### src/pcdw_pkg.sv
// shared constants for the pad control and deep-sleep wake block
package pcdw_pkg;
   // apb register byte offsets
   localparam logic [7:0] ADDR_CTRL = 8'h00;
   localparam logic [7:0] ADDR_STATUS = 8'h04;
   localparam logic [7:0] ADDR_MASK = 8'h08;
   localparam logic [7:0] ADDR_WAKE_SRC = 8'h0c;
   localparam logic [7:0] ADDR_WAKE_EN = 8'h10;
   localparam logic [7:0] ADDR_GPIO_DIR = 8'h14;
   localparam logic [7:0] ADDR_GPIO_OUT = 8'h18;
   localparam logic [7:0] ADDR_GPIO_IN = 8'h1c;
   localparam logic [7:0] ADDR_IRQ_EN = 8'h20;
   localparam logic [7:0] ADDR_IRQ_EDGE = 8'h24;
   localparam logic [7:0] ADDR_WAKE_LO = 8'h28;
   localparam logic [7:0] ADDR_WAKE_MID = 8'h2c;
   localparam logic [7:0] ADDR_WAKE_HI = 8'h30;
   localparam logic [7:0] ADDR_GROUP_BASE = 8'h40;
   // control register field positions
   localparam int CTRL_SLEEP_REQ = 0;
   localparam int CTRL_BOOT_OK = 1;
   localparam int CTRL_BOOT_FAIL = 2;
   localparam int CTRL_FAULT = 3;
   // status / mask bit positions
   localparam int ST_WAKE = 0;
   localparam int ST_GPIO = 1;
   localparam int ST_FAULT = 2;
   localparam int ST_BOOT = 3;
   localparam int ST_WIDTH = 4;
   // group config field positions: [1:0] drive, 2 od, 3 schmitt, 4 pu, 5 pd, 6 oe
   localparam int GC_OD = 2;
   localparam int GC_SCHMITT = 3;
   localparam int GC_PU = 4;
   localparam int GC_PD = 5;
   localparam int GC_OE = 6;
   localparam int GC_WIDTH = 7;
   // reset value of a group config: input, pull-up on (safe for active-low selects)
   localparam logic [6:0] GC_RESET = 7'h10;
   // wake index tied to the shared pcie wake pin
   localparam int WAKE_PCIE = 1;
   localparam int WAKE_COUNT = 72;
   // power-up hold of system reset
   localparam int RESET_HOLD_NS = 1000;
   localparam int CLK_NS = 20;
   localparam int RESET_HOLD_CYC = (RESET_HOLD_NS + CLK_NS - 1) / CLK_NS;
   typedef enum logic [2:0] {PCDW_POR, PCDW_BOOT, PCDW_RUN, PCDW_SLEEP, PCDW_RECOVERY} pcdw_state_t;
endpackage

### src/pcdw_top.sv
// pad control groups, gpio, deep-sleep pad hold and wake capture
// Operation
// - each gpio is output, input or interrupt source, level or edge sensitive
// - pads have tristate driver, drive strength, open-drain, schmitt, pull-up and pull-down
// - pads belong to groups; one setting applies to a whole group
// - in normal operation pad controls come from pinmux registers
// - on deep sleep power control bypasses then resets the pinmux registers
// - pads take fixed states in power-on reset; select pads pulled up; the code pulls up every pad
// - system reset out released first; only then boot configures i/o
// - boot hands over only if table and loader load, else recovery
// - most pads enter deep power down by one common sequence
// - in sleep an input is disabled, a wake source, or another function
// - in sleep an output holds low, high, tristate, or stays dynamic
// - in sleep pulls are forced off or stay configured per pad
// - power control and test port pads never enter deep sleep
// - wake inputs indexed 0 to 71, only some connected
// - pcie wake pin drives wake index 1
// - fault output asserts on internal error needing external handling
// - outputs hold levels during sleep; only a wake event ends it
//
// Implementation choices: the register offsets and the APB slave port.
`timescale 1ns/1ps
`default_nettype none
module pcdw_top #(
   parameter int PADS = 16,
   parameter int GROUPS = 8,
   parameter int HOLD_CYC = pcdw_pkg::RESET_HOLD_CYC
) (
   // clock and reset
   input wire logic pclk,
   input wire logic presetn,
   // apb slave
   input wire logic psel,
   input wire logic penable,
   input wire logic pwrite,
   input wire logic [7:0] paddr,
   input wire logic [31:0] pwdata,
   output logic [31:0] prdata,
   output logic pready,
   output logic pslverr,
   // pads
   input wire logic [PADS-1:0] pad_in,
   output logic [PADS-1:0] pad_out,
   output logic [PADS-1:0] pad_oe,
   output logic [PADS-1:0] pad_pull_up,
   output logic [PADS-1:0] pad_pull_down,
   output logic [PADS-1:0] pad_schmitt,
   output logic [2*PADS-1:0] pad_drive,
   output logic [PADS-1:0] pad_deep_power_down,
   // wake sources
   input wire logic [pcdw_pkg::WAKE_COUNT-1:0] wake_in,
   input wire logic pcie_wake_pin_n,
   // system
   output logic system_reset_out_n,
   output logic fault_n,
   output logic sleeping,
   output logic irq
);
   localparam int GW = pcdw_pkg::GC_WIDTH;
   localparam int GA = $clog2(GROUPS);

   // per-pad static attributes
   logic [PADS-1:0] pad_no_sleep = '0;       // power control / test port pads
   logic [PADS-1:0] pad_wake_input = '0;
   logic [PADS-1:0] pad_pull_keep = '0;
   logic [PADS-1:0] pad_out_dynamic = '0;
   logic [31:0] pad_group_map = 32'h76543210; // pad i uses group nibble i%8

   pcdw_pkg::pcdw_state_t state;
   logic [31:0] hold_cnt;
   logic [3:0] ctrl;
   logic [pcdw_pkg::ST_WIDTH-1:0] status, mask;
   logic [6:0] wake_src;
   logic [pcdw_pkg::WAKE_COUNT-1:0] wake_en, wake_latch, wake_all;
   logic [PADS-1:0] gpio_dir, gpio_out, gpio_irq_en, gpio_edge, gpio_prev;
   logic [PADS-1:0] hold_val, hold_oe;
   logic [GROUPS*GW-1:0] grp_all;
   logic [GW-1:0] grp_rdata;
   logic grp_clear, grp_we, rd_grp;
   logic wr, rd;
   logic gpio_event, wake_hit, fault_evt;

   function automatic logic [GA-1:0] pad_group(input int p);
      pad_group = pad_group_map[(p%8)*4 +: GA];
   endfunction

   function automatic logic [6:0] first_index(input logic [pcdw_pkg::WAKE_COUNT-1:0] v);
      first_index = 7'h00;
      for (int i = pcdw_pkg::WAKE_COUNT-1; i >= 0; i--) if (v[i]) first_index = 7'(i);
   endfunction

   assign wr = psel && penable && pwrite;
   assign rd = psel && penable && !pwrite;

   // wake vector with pcie pin folded onto its index, active low pin
   always_comb begin
      wake_all = wake_in;
      wake_all[pcdw_pkg::WAKE_PCIE] = wake_in[pcdw_pkg::WAKE_PCIE] | ~pcie_wake_pin_n;
   end

   assign wake_hit = |(wake_all & wake_en);
   assign grp_clear = (state == pcdw_pkg::PCDW_RUN) && ctrl[pcdw_pkg::CTRL_SLEEP_REQ];
   assign grp_we = wr && rd_grp && (state != pcdw_pkg::PCDW_SLEEP);
   assign rd_grp = paddr >= pcdw_pkg::ADDR_GROUP_BASE && paddr < 8'(pcdw_pkg::ADDR_GROUP_BASE + 8'(4 * GROUPS));

   pcdw_grp_mem #(.GROUPS(GROUPS), .WIDTH(GW)) u_mem (
      .pclk(pclk),
      .presetn(presetn),
      .clear(grp_clear),
      .we(grp_we),
      .waddr(paddr[GA+1:2]),
      .wdata(pwdata[GW-1:0]),
      .raddr(paddr[GA+1:2]),
      .rdata(grp_rdata),
      .all_data(grp_all)
   );

   // power sequence: hold reset, boot, run, sleep
   always_ff @(posedge pclk or negedge presetn) begin
      if (!presetn) begin
         state <= pcdw_pkg::PCDW_POR;
         hold_cnt <= '0;
      end else begin
         unique case (state)
            pcdw_pkg::PCDW_POR: begin
               hold_cnt <= hold_cnt + 32'h1;
               if (hold_cnt == 32'(HOLD_CYC - 1)) state <= pcdw_pkg::PCDW_BOOT;
            end
            pcdw_pkg::PCDW_BOOT: begin
               if (ctrl[pcdw_pkg::CTRL_BOOT_OK]) state <= pcdw_pkg::PCDW_RUN;
               else if (ctrl[pcdw_pkg::CTRL_BOOT_FAIL]) state <= pcdw_pkg::PCDW_RECOVERY;
            end
            pcdw_pkg::PCDW_RUN: begin
               if (ctrl[pcdw_pkg::CTRL_SLEEP_REQ]) state <= pcdw_pkg::PCDW_SLEEP;
            end
            pcdw_pkg::PCDW_SLEEP: begin
               if (wake_hit) state <= pcdw_pkg::PCDW_RUN;
            end
            pcdw_pkg::PCDW_RECOVERY: begin
               if (ctrl[pcdw_pkg::CTRL_BOOT_OK]) state <= pcdw_pkg::PCDW_RUN;
            end
         endcase
      end
   end

   // control register; sleep request and boot bits self clear once taken
   always_ff @(posedge pclk or negedge presetn) begin
      if (!presetn) begin
         ctrl <= '0;
      end else if (wr && paddr == pcdw_pkg::ADDR_CTRL && state != pcdw_pkg::PCDW_POR) begin
         ctrl <= pwdata[3:0];
      end else begin
         if (state == pcdw_pkg::PCDW_SLEEP) ctrl[pcdw_pkg::CTRL_SLEEP_REQ] <= 1'b0;
         if (state == pcdw_pkg::PCDW_RUN) ctrl[pcdw_pkg::CTRL_BOOT_OK] <= 1'b0;
         if (state == pcdw_pkg::PCDW_RECOVERY) ctrl[pcdw_pkg::CTRL_BOOT_FAIL] <= 1'b0;
      end
   end

   // software registers for wake and gpio; kept through sleep so the wake enables stay armed
   always_ff @(posedge pclk or negedge presetn) begin
      if (!presetn) begin
         mask <= '0;
         wake_en <= '0;
         gpio_dir <= '0;
         gpio_out <= '0;
         gpio_irq_en <= '0;
         gpio_edge <= '0;
      end else if (wr) begin
         unique case (paddr)
            pcdw_pkg::ADDR_MASK: mask <= pwdata[pcdw_pkg::ST_WIDTH-1:0];
            pcdw_pkg::ADDR_WAKE_LO: wake_en[31:0] <= pwdata;
            pcdw_pkg::ADDR_WAKE_MID: wake_en[63:32] <= pwdata;
            pcdw_pkg::ADDR_WAKE_HI: wake_en[71:64] <= pwdata[7:0];
            pcdw_pkg::ADDR_GPIO_DIR: gpio_dir <= pwdata[PADS-1:0];
            pcdw_pkg::ADDR_GPIO_OUT: gpio_out <= pwdata[PADS-1:0];
            pcdw_pkg::ADDR_IRQ_EN: gpio_irq_en <= pwdata[PADS-1:0];
            pcdw_pkg::ADDR_IRQ_EDGE: gpio_edge <= pwdata[PADS-1:0];
            default: ;
         endcase
      end
   end

   // gpio interrupt detection: edge or level per pin
   always_ff @(posedge pclk or negedge presetn) begin
      if (!presetn) gpio_prev <= '0;
      else gpio_prev <= pad_in;
   end
   assign gpio_event = |(gpio_irq_en & ~gpio_dir &
                         ((gpio_edge & pad_in & ~gpio_prev) | (~gpio_edge & pad_in)));

   // latch enabled wakes during sleep and record the first index
   always_ff @(posedge pclk or negedge presetn) begin
      if (!presetn) begin
         wake_latch <= '0;
         wake_src <= '0;
      end else if (state == pcdw_pkg::PCDW_SLEEP && wake_hit) begin
         wake_latch <= wake_all & wake_en;
         wake_src <= first_index(wake_all & wake_en);
      end
   end

   // fault requested by software or boot failure
   assign fault_evt = ctrl[pcdw_pkg::CTRL_FAULT] || state == pcdw_pkg::PCDW_RECOVERY;

   // sticky status, cleared by read; a same-cycle event wins
   always_ff @(posedge pclk or negedge presetn) begin
      if (!presetn) begin
         status <= '0;
      end else begin
         logic [pcdw_pkg::ST_WIDTH-1:0] ev;
         ev = '0;
         ev[pcdw_pkg::ST_WAKE] = state == pcdw_pkg::PCDW_SLEEP && wake_hit;
         ev[pcdw_pkg::ST_GPIO] = gpio_event;
         ev[pcdw_pkg::ST_FAULT] = fault_evt;
         ev[pcdw_pkg::ST_BOOT] = state == pcdw_pkg::PCDW_BOOT && ctrl[pcdw_pkg::CTRL_BOOT_OK];
         if (rd && paddr == pcdw_pkg::ADDR_STATUS) status <= ev;
         else status <= status | ev;
      end
   end

   // apb ready: no wait state, except one for group reads while the memory read register settles
   always_ff @(posedge pclk or negedge presetn) begin
      if (!presetn) begin
         prdata <= '0;
         pready <= 1'b0;
         pslverr <= 1'b0;
      end else begin
         pready <= (psel && !penable && (pwrite || !rd_grp)) || (psel && penable && !pwrite && rd_grp && !pready);
         pslverr <= 1'b0;
         if (psel && !penable && !pwrite) begin
            unique case (paddr)
               pcdw_pkg::ADDR_CTRL: prdata <= {28'h0, ctrl};
               pcdw_pkg::ADDR_STATUS: prdata <= {28'h0, status};
               pcdw_pkg::ADDR_MASK: prdata <= {28'h0, mask};
               pcdw_pkg::ADDR_WAKE_SRC: prdata <= {25'h0, wake_src};
               pcdw_pkg::ADDR_WAKE_EN: prdata <= {29'h0, 3'(state)};
               pcdw_pkg::ADDR_GPIO_DIR: prdata <= 32'(gpio_dir);
               pcdw_pkg::ADDR_GPIO_OUT: prdata <= 32'(gpio_out);
               pcdw_pkg::ADDR_GPIO_IN: prdata <= 32'(pad_in);
               pcdw_pkg::ADDR_IRQ_EN: prdata <= 32'(gpio_irq_en);
               pcdw_pkg::ADDR_IRQ_EDGE: prdata <= 32'(gpio_edge);
               pcdw_pkg::ADDR_WAKE_LO: prdata <= wake_latch[31:0];
               pcdw_pkg::ADDR_WAKE_MID: prdata <= wake_latch[63:32];
               pcdw_pkg::ADDR_WAKE_HI: prdata <= {24'h0, wake_latch[71:64]};
               default: prdata <= 32'h0;
            endcase
         end else if (psel && penable && !pwrite && rd_grp) begin
            prdata <= 32'(grp_rdata);
         end
      end
   end

   // hold levels captured on entry to sleep
   always_ff @(posedge pclk or negedge presetn) begin
      if (!presetn) begin
         hold_val <= '0;
         hold_oe <= '0;
      end else if (grp_clear) begin
         hold_val <= pad_out;
         hold_oe <= pad_oe;
      end
   end

   // pad drive: groups outside sleep (por included), held levels in sleep, fixed safe state while presetn is low
   always_ff @(posedge pclk or negedge presetn) begin
      if (!presetn) begin
         pad_out <= '0;
         pad_oe <= '0;
         pad_pull_up <= '1;
         pad_pull_down <= '0;
         pad_schmitt <= '0;
         pad_drive <= '0;
         pad_deep_power_down <= '0;
      end else begin
         for (int p = 0; p < PADS; p++) begin
            logic [GW-1:0] g;
            logic asleep;
            g = grp_all[pad_group(p)*GW +: GW];
            asleep = state == pcdw_pkg::PCDW_SLEEP && !pad_no_sleep[p];
            pad_deep_power_down[p] <= asleep;
            pad_drive[2*p +: 2] <= g[1:0];
            pad_schmitt[p] <= g[pcdw_pkg::GC_SCHMITT] && (!asleep || pad_wake_input[p]);
            if (asleep && !pad_pull_keep[p]) begin
               pad_pull_up[p] <= 1'b0;
               pad_pull_down[p] <= 1'b0;
            end else if (!asleep) begin
               pad_pull_up[p] <= g[pcdw_pkg::GC_PU];
               pad_pull_down[p] <= g[pcdw_pkg::GC_PD];
            end
            if (asleep && !pad_out_dynamic[p]) begin
               pad_out[p] <= hold_val[p];
               pad_oe[p] <= hold_oe[p];
            end else if (g[pcdw_pkg::GC_OD]) begin
               pad_out[p] <= 1'b0;
               pad_oe[p] <= (gpio_dir[p] || g[pcdw_pkg::GC_OE]) && !gpio_out[p];
            end else begin
               pad_out[p] <= gpio_out[p];
               pad_oe[p] <= gpio_dir[p] || g[pcdw_pkg::GC_OE];
            end
         end
      end
   end

   // system outputs
   always_ff @(posedge pclk or negedge presetn) begin
      if (!presetn) begin
         system_reset_out_n <= 1'b0;
         fault_n <= 1'b1;
         sleeping <= 1'b0;
         irq <= 1'b0;
      end else begin
         system_reset_out_n <= state != pcdw_pkg::PCDW_POR;
         fault_n <= !fault_evt;
         sleeping <= state == pcdw_pkg::PCDW_SLEEP;
         irq <= |(status & mask);
      end
   end
endmodule
`default_nettype wire

### src/pcdw_grp_mem.sv
`timescale 1ns/1ps
`default_nettype none
// small group configuration memory with registered read data
module pcdw_grp_mem #(
   parameter int GROUPS = 8,
   parameter int WIDTH = 7
) (
   // clock and reset
   input wire logic pclk,
   input wire logic presetn,
   // write port and synchronous clear
   input wire logic clear,
   input wire logic we,
   input wire logic [$clog2(GROUPS)-1:0] waddr,
   input wire logic [WIDTH-1:0] wdata,
   // registered read port
   input wire logic [$clog2(GROUPS)-1:0] raddr,
   output logic [WIDTH-1:0] rdata,
   // full contents for pad drivers
   output logic [GROUPS*WIDTH-1:0] all_data
);
   logic [WIDTH-1:0] mem [GROUPS];

   // clear returns every group to its reset setting
   always_ff @(posedge pclk or negedge presetn) begin
      if (!presetn) begin
         for (int i = 0; i < GROUPS; i++) mem[i] <= pcdw_pkg::GC_RESET;
      end else if (clear) begin
         for (int i = 0; i < GROUPS; i++) mem[i] <= pcdw_pkg::GC_RESET;
      end else if (we) begin
         mem[waddr] <= wdata;
      end
   end

   // read data from a register
   always_ff @(posedge pclk or negedge presetn) begin
      if (!presetn) begin
         rdata <= '0;
      end else begin
         rdata <= mem[raddr];
      end
   end

   always_comb begin
      for (int i = 0; i < GROUPS; i++) all_data[i*WIDTH +: WIDTH] = mem[i];
   end
endmodule
`default_nettype wire

### config.mk
export PLATFORM = sky130hd
export DESIGN_NAME = pcdw_top
export DESIGN_NICKNAME = d
export VERILOG_FILES = /design/src/pcdw_pkg.sv /design/src/pcdw_top.sv /design/src/pcdw_grp_mem.sv
export SDC_FILE = /design/constraint.sdc
export NUM_CORES = 1
export LEC_CHECK = 0
export ABC_AREA = 1
export BUFFER_PORTS_ARGS = -buffer_cell sky130_fd_sc_hd__buf_4
export CORE_ASPECT_RATIO = 0.6
export CORE_MARGIN = 10
export CORE_UTILIZATION = 52
export CTS_CLUSTER_DIAMETER = 150
export DETAILED_ROUTE_END_ITERATION = 10
export GPL_TIMING_DRIVEN = 0
export PLACE_DENSITY = 0.86
export SYNTH_ARGS = -nofsm -noshare
export SYNTH_HDL_FRONTEND = slang
export SYNTH_HIERARCHICAL = 1
export SYNTH_SLANG_ARGS = --single-unit
export TNS_END_PERCENT = 10
### constraint.sdc
create_clock -name pclk -period 3.6 [get_ports pclk]
set_input_delay 0 -clock pclk [delete_from_list [all_inputs] [get_ports pclk]]
set_output_delay 0 -clock pclk [all_outputs]
set_load 0.02 [all_outputs]
==> results.md <==
Worst setup path:
- The cell with the biggest individual delay on the critical path is dfrtp_1.
- The endpoint kind of the worst setup timing path is a register.
- The worst endpoint data arrival time is around 5.6 ns.
- The delay of the slowest critical-path stage is 0.40 ns.
- The worst setup path category is register to register.
- The critical path startpoint category is a register.
- In this run the worst path has a maximum fanout of 2.
- The internal reg-to-reg setup slack is -1.56 ns.
- Data on the critical path is required at its endpoint by between 4 and 5 ns.
- The most numerous cell on the critical path is nand2_1.

Clock network:
- Clock tree synthesis found a total of about 480 sinks.
- Clock-pin slew was measured on the worst setup and hold paths at roughly 0.07 ns.
- Counting the buffers created by CTS gives between 40 and 50.
- The clock tree root driver cell is clkbuf_16.
- The H-tree generated during clock tree synthesis spans 2 levels.
- Counting along the longest clock path gives a buffer depth of 3.
- For the worst-skew pair, the clock arrives at the later sink with an insertion delay of between 0.5 and 0.6 ns.
- The clock tree from TritonCTS is done.

Synth:
- After synthesis the netlist holds a flip-flop and latch count of 482.
- The share of synthesized registers carrying an async set or reset is 100%.
- The distinct cell type count of the synthesized netlist is 47.
- The proportion of synthesized chip area in sequential cells is a little under three fifths.
- In the post-synthesis netlist, the biggest area contributors are dfrtp_1 (54%), nand2_1 (13%), o21ai_1 (5.9%), inv_1 (3.8%), nand3_1 (2.6%).
- The most common cell in the synthesized netlist is nand2_1.
- The synthesized design spends more area on one cell type than any other, namely dfrtp_1.
- The share of Yosys cell area claimed by the top area cell type is between 50 and 60%.
- After synthesis, the most frequently instantiated cells are nand2_1 (750), dfrtp_1 (465), o21ai_1 (254).
- Averaged over all synthesized cells, the footprint is about 8.7 um2.
- The Yosys step of the flow raised 6 warnings.
- The number of enable-type register cells in the synthesized netlist is 0.
- The number of nets in the synthesized netlist is between 2000 and 3000.
- In the synthesized netlist the dominant register cell turns out to be dfrtp_1.
- In the synthesized netlist, the number of instances is approximately 2500.
- The cell area that synthesis handed to floorplanning was around 22000 um2.

Place:
- The placer congestion estimate is just over 1.
- The detailed-placement wirelength estimate is approximately 60000 um.
- During placement, the flow inserted port buffers numbering roughly 300.
- After detailed placement, the total cell area comes to 24700 um2.

Routing:
- The count of nets left with antenna violations after detail routing is 0.
- The mean routed wirelength per cell is about 23 um.
- The first TritonRoute pass finished after 7 iterations.
- The post-detailed-route via-to-cell ratio is slightly below 6.
- The total wirelength of the detailed-routed design is between 80000 and 90000 um.
- The count of unresolved DRC violations after routing is 0.
- For this block, the initial DRC count from the detailed router was about 3200.
- The total number of vias is between 20000 and 25000.

Timing:
- The number of endpoints with negative hold slack in the final report is 0.
- Dividing the final minimum period by the clock period gives 143%.
- The final number of max-transition violations is 0.
- For the pin with the worst max-slew slack, the measured transition is roughly 1.1 ns.
- The top achievable clock speed is just under 200 MHz.
- Setup repair after global routing could not meet its margin everywhere.
- The number of failing setup endpoints in the final timing report is 22.
- The worst setup skew after layout is between 0.015 and 0.02 ns.
- Headroom to the max-slew limit came out at between 20% and 30%.
- The final period demand of the worst path is between 5 and 6 ns.
- After layout, the worst setup slack is -1.56 ns.

Floorplanning:
- In this run the horizontal extent of the chip is 283 um.
- The die outline height is ~180 um.
- The floorplan step defined a die boundary enclosing slightly above 50000 um2.
- The effective utilization at floorplan is 53.1%.
- The initialized floorplan defines 57 standard-cell rows.
- The count of boundary I/O pins is 300.
- The total area inside the core boundary comes to 40800 um2.

GRT:
- The number of global-route vias before repair was between 20000 and 25000.
- Across every metal layer, demand over resource in global routing totals 31.0%.
- The number of antenna violations at the first check in global routing was 3.
- The global route total overflow is 0.
- The global-route wire length before repair is ~120000 um.
- Entering global routing, the biggest net connects between 100 and 150 pins.

Pwr:
- Power spread over the standard cell area amounts to between 400 and 500 nW/um2.
- The maximum ir drop on the vdd rail is 0.362 mV.
- The final total power is roughly 13 mW.
- The static leakage power is approximately 14 nW.

Final layout:
- The number of nets in the final layout is 3114.
- The relative area change from synthesis to final layout is 28.2%.
- The count of filler cells inserted in the layout is slightly above 3000.
- The total non-filler cell area in the finished layout is about 28000 um2.
- The post-route netlist has between 20% and 30% of its cells at a drive strength greater than 1.

Status:
- The checks that failed: negative setup slack.
- The flow ran to the end, but the final reports show violations.

Hold path:
- The min-delay analysis places its worst path in the category input pin to register.

Run:
- The number of maximum-capacitance violations is 0.
-- flip-flops by register name (all words and copies together) (netlist names), 32 cells and up --
register and count:
hold_cnt 32, prdata 32, u_mem/all_data 56, wake_en 72
wake_latch 72
-- cells by family after synthesis --
logic type | Yosys count | share of synthesized area [%]
other cells | 1 | 0.0173
mux | 2 | 0.0924
flops | 482 | 55.8
compound gates | 451 | 12.3
fa+ha+maj | 2 | 0.116
xor+xnor | 31 | 1.25
buf+inv | 400 | 8.34
simple gates | 1121 | 22.1
-- cell type report --
cell class / count / area, um2 / area share (%)
Tap cell: 560 / 701 / 2.52
Inverter: 247 / 927 / 3.34
Clock inverter: 18 / 221 / 0.797
Timing Repair Buffer: 441 / 3750 / 13.5
Clock buffer: 62 / 1300 / 4.68
Antenna cell: 3 / 7.51 / 0.0270
Buffer: 153 / 887 / 3.19
Sequential cell: 482 / 12100 / 43.5
Multi-Input combinational cell: 1608 / 7900 / 28.4
-- what timing repair did --
item / 4_1_cts / 5_1_grt
setup buffers: 2 / 1
hold buffers: 134 / 2
setup endpoints to repair: 5 / 76
gates cloned: 0 / 0
gates resized for setup: 12 / 33
pin swaps: 2 / 19
hold endpoints to repair: 506 / 2
-- where the power goes --
part / switching [mW] / internal (mW)
logic: 1.31 / 0.759
clock network: 2.17 / 2.82
registers: 0.206 / 5.70
total: 3.68 / 9.28
-- layer usage --
metal  global-route usage [%]  wire, um  vias up
met5                        0         0        -
met4                     9.10      2620        0
met3                     11.0     11700      230
met2                     45.6     34700     1569
met1                     42.6     32300    10100
li1                         -         -     9033
-- worst paths after layout --
kind                              startpoint            end  cells past startpoint
setup / recovery                 wake_en[71]    wake_src[0]                     74
hold / removal                       penable      prdata[0]                      4
setup reg to reg                 wake_en[71]    wake_src[0]                     74
hold reg to reg            u_mem/all_data[7]  pad_drive[18]                      0
max in group asynchronous            presetn    pad_out[11]                      5
min in group asynchronous            presetn    hold_cnt[4]                      4
-- stage by stage --
| stage | setup WS [ns] | std cells | util [%] | hold slack (ns) | TNS (ns) |
|---|---|---|---|---|---|
| 2_1_floorplan | -0.0185 | 2490 | - | -0.296 | -0.0185 |
| 3_3_place_gp | -2.26 | 3348 | 60.3 | 0.120 | -1037.02 |
| 3_5_place_dp | -1.26 | 3352 | 60.6 | -0.132 | -1.97 |
| 4_1_cts | -1.14 | 3568 | 67.8 | -0.292 | -1.19 |
| 5_1_grt | -2.00 | 3574 | 68.1 | 0.0752 | -6.92 |
| 6_report | -1.56 | 3574 | 68.1 | 0.0589 | -3.32 |
-- placed cells by master, fill, tap and decap left out, drive strengths merged, types with 4 or more instances in the layout --
cell,n
clkbuf,136
buf,385
nand3,122
a2111oi,9
dfrtp,465
a221oi,27
a31oi,4
inv,249
clkinv,7
dfstp,17
clkinvlp,5
o22ai,38
nor2,146
a22o,21
xor2,27
o31ai,19
nand2,797
nor3,17
o2111ai,5
a21oi,18
xnor2,4
dlygate4sd3,135
o21ai,302
nand4,18
bufinv,4
nor4,16
-- worst max-delay path: cells and delay by family, from the launching register on --
kind	cells	cell delay [ns]
AND/OR/NAND/NOR	73	4.65
flip-flops	1	0.40
buffers and inverters	1	0.03
(Power assumes the default switching activity.)
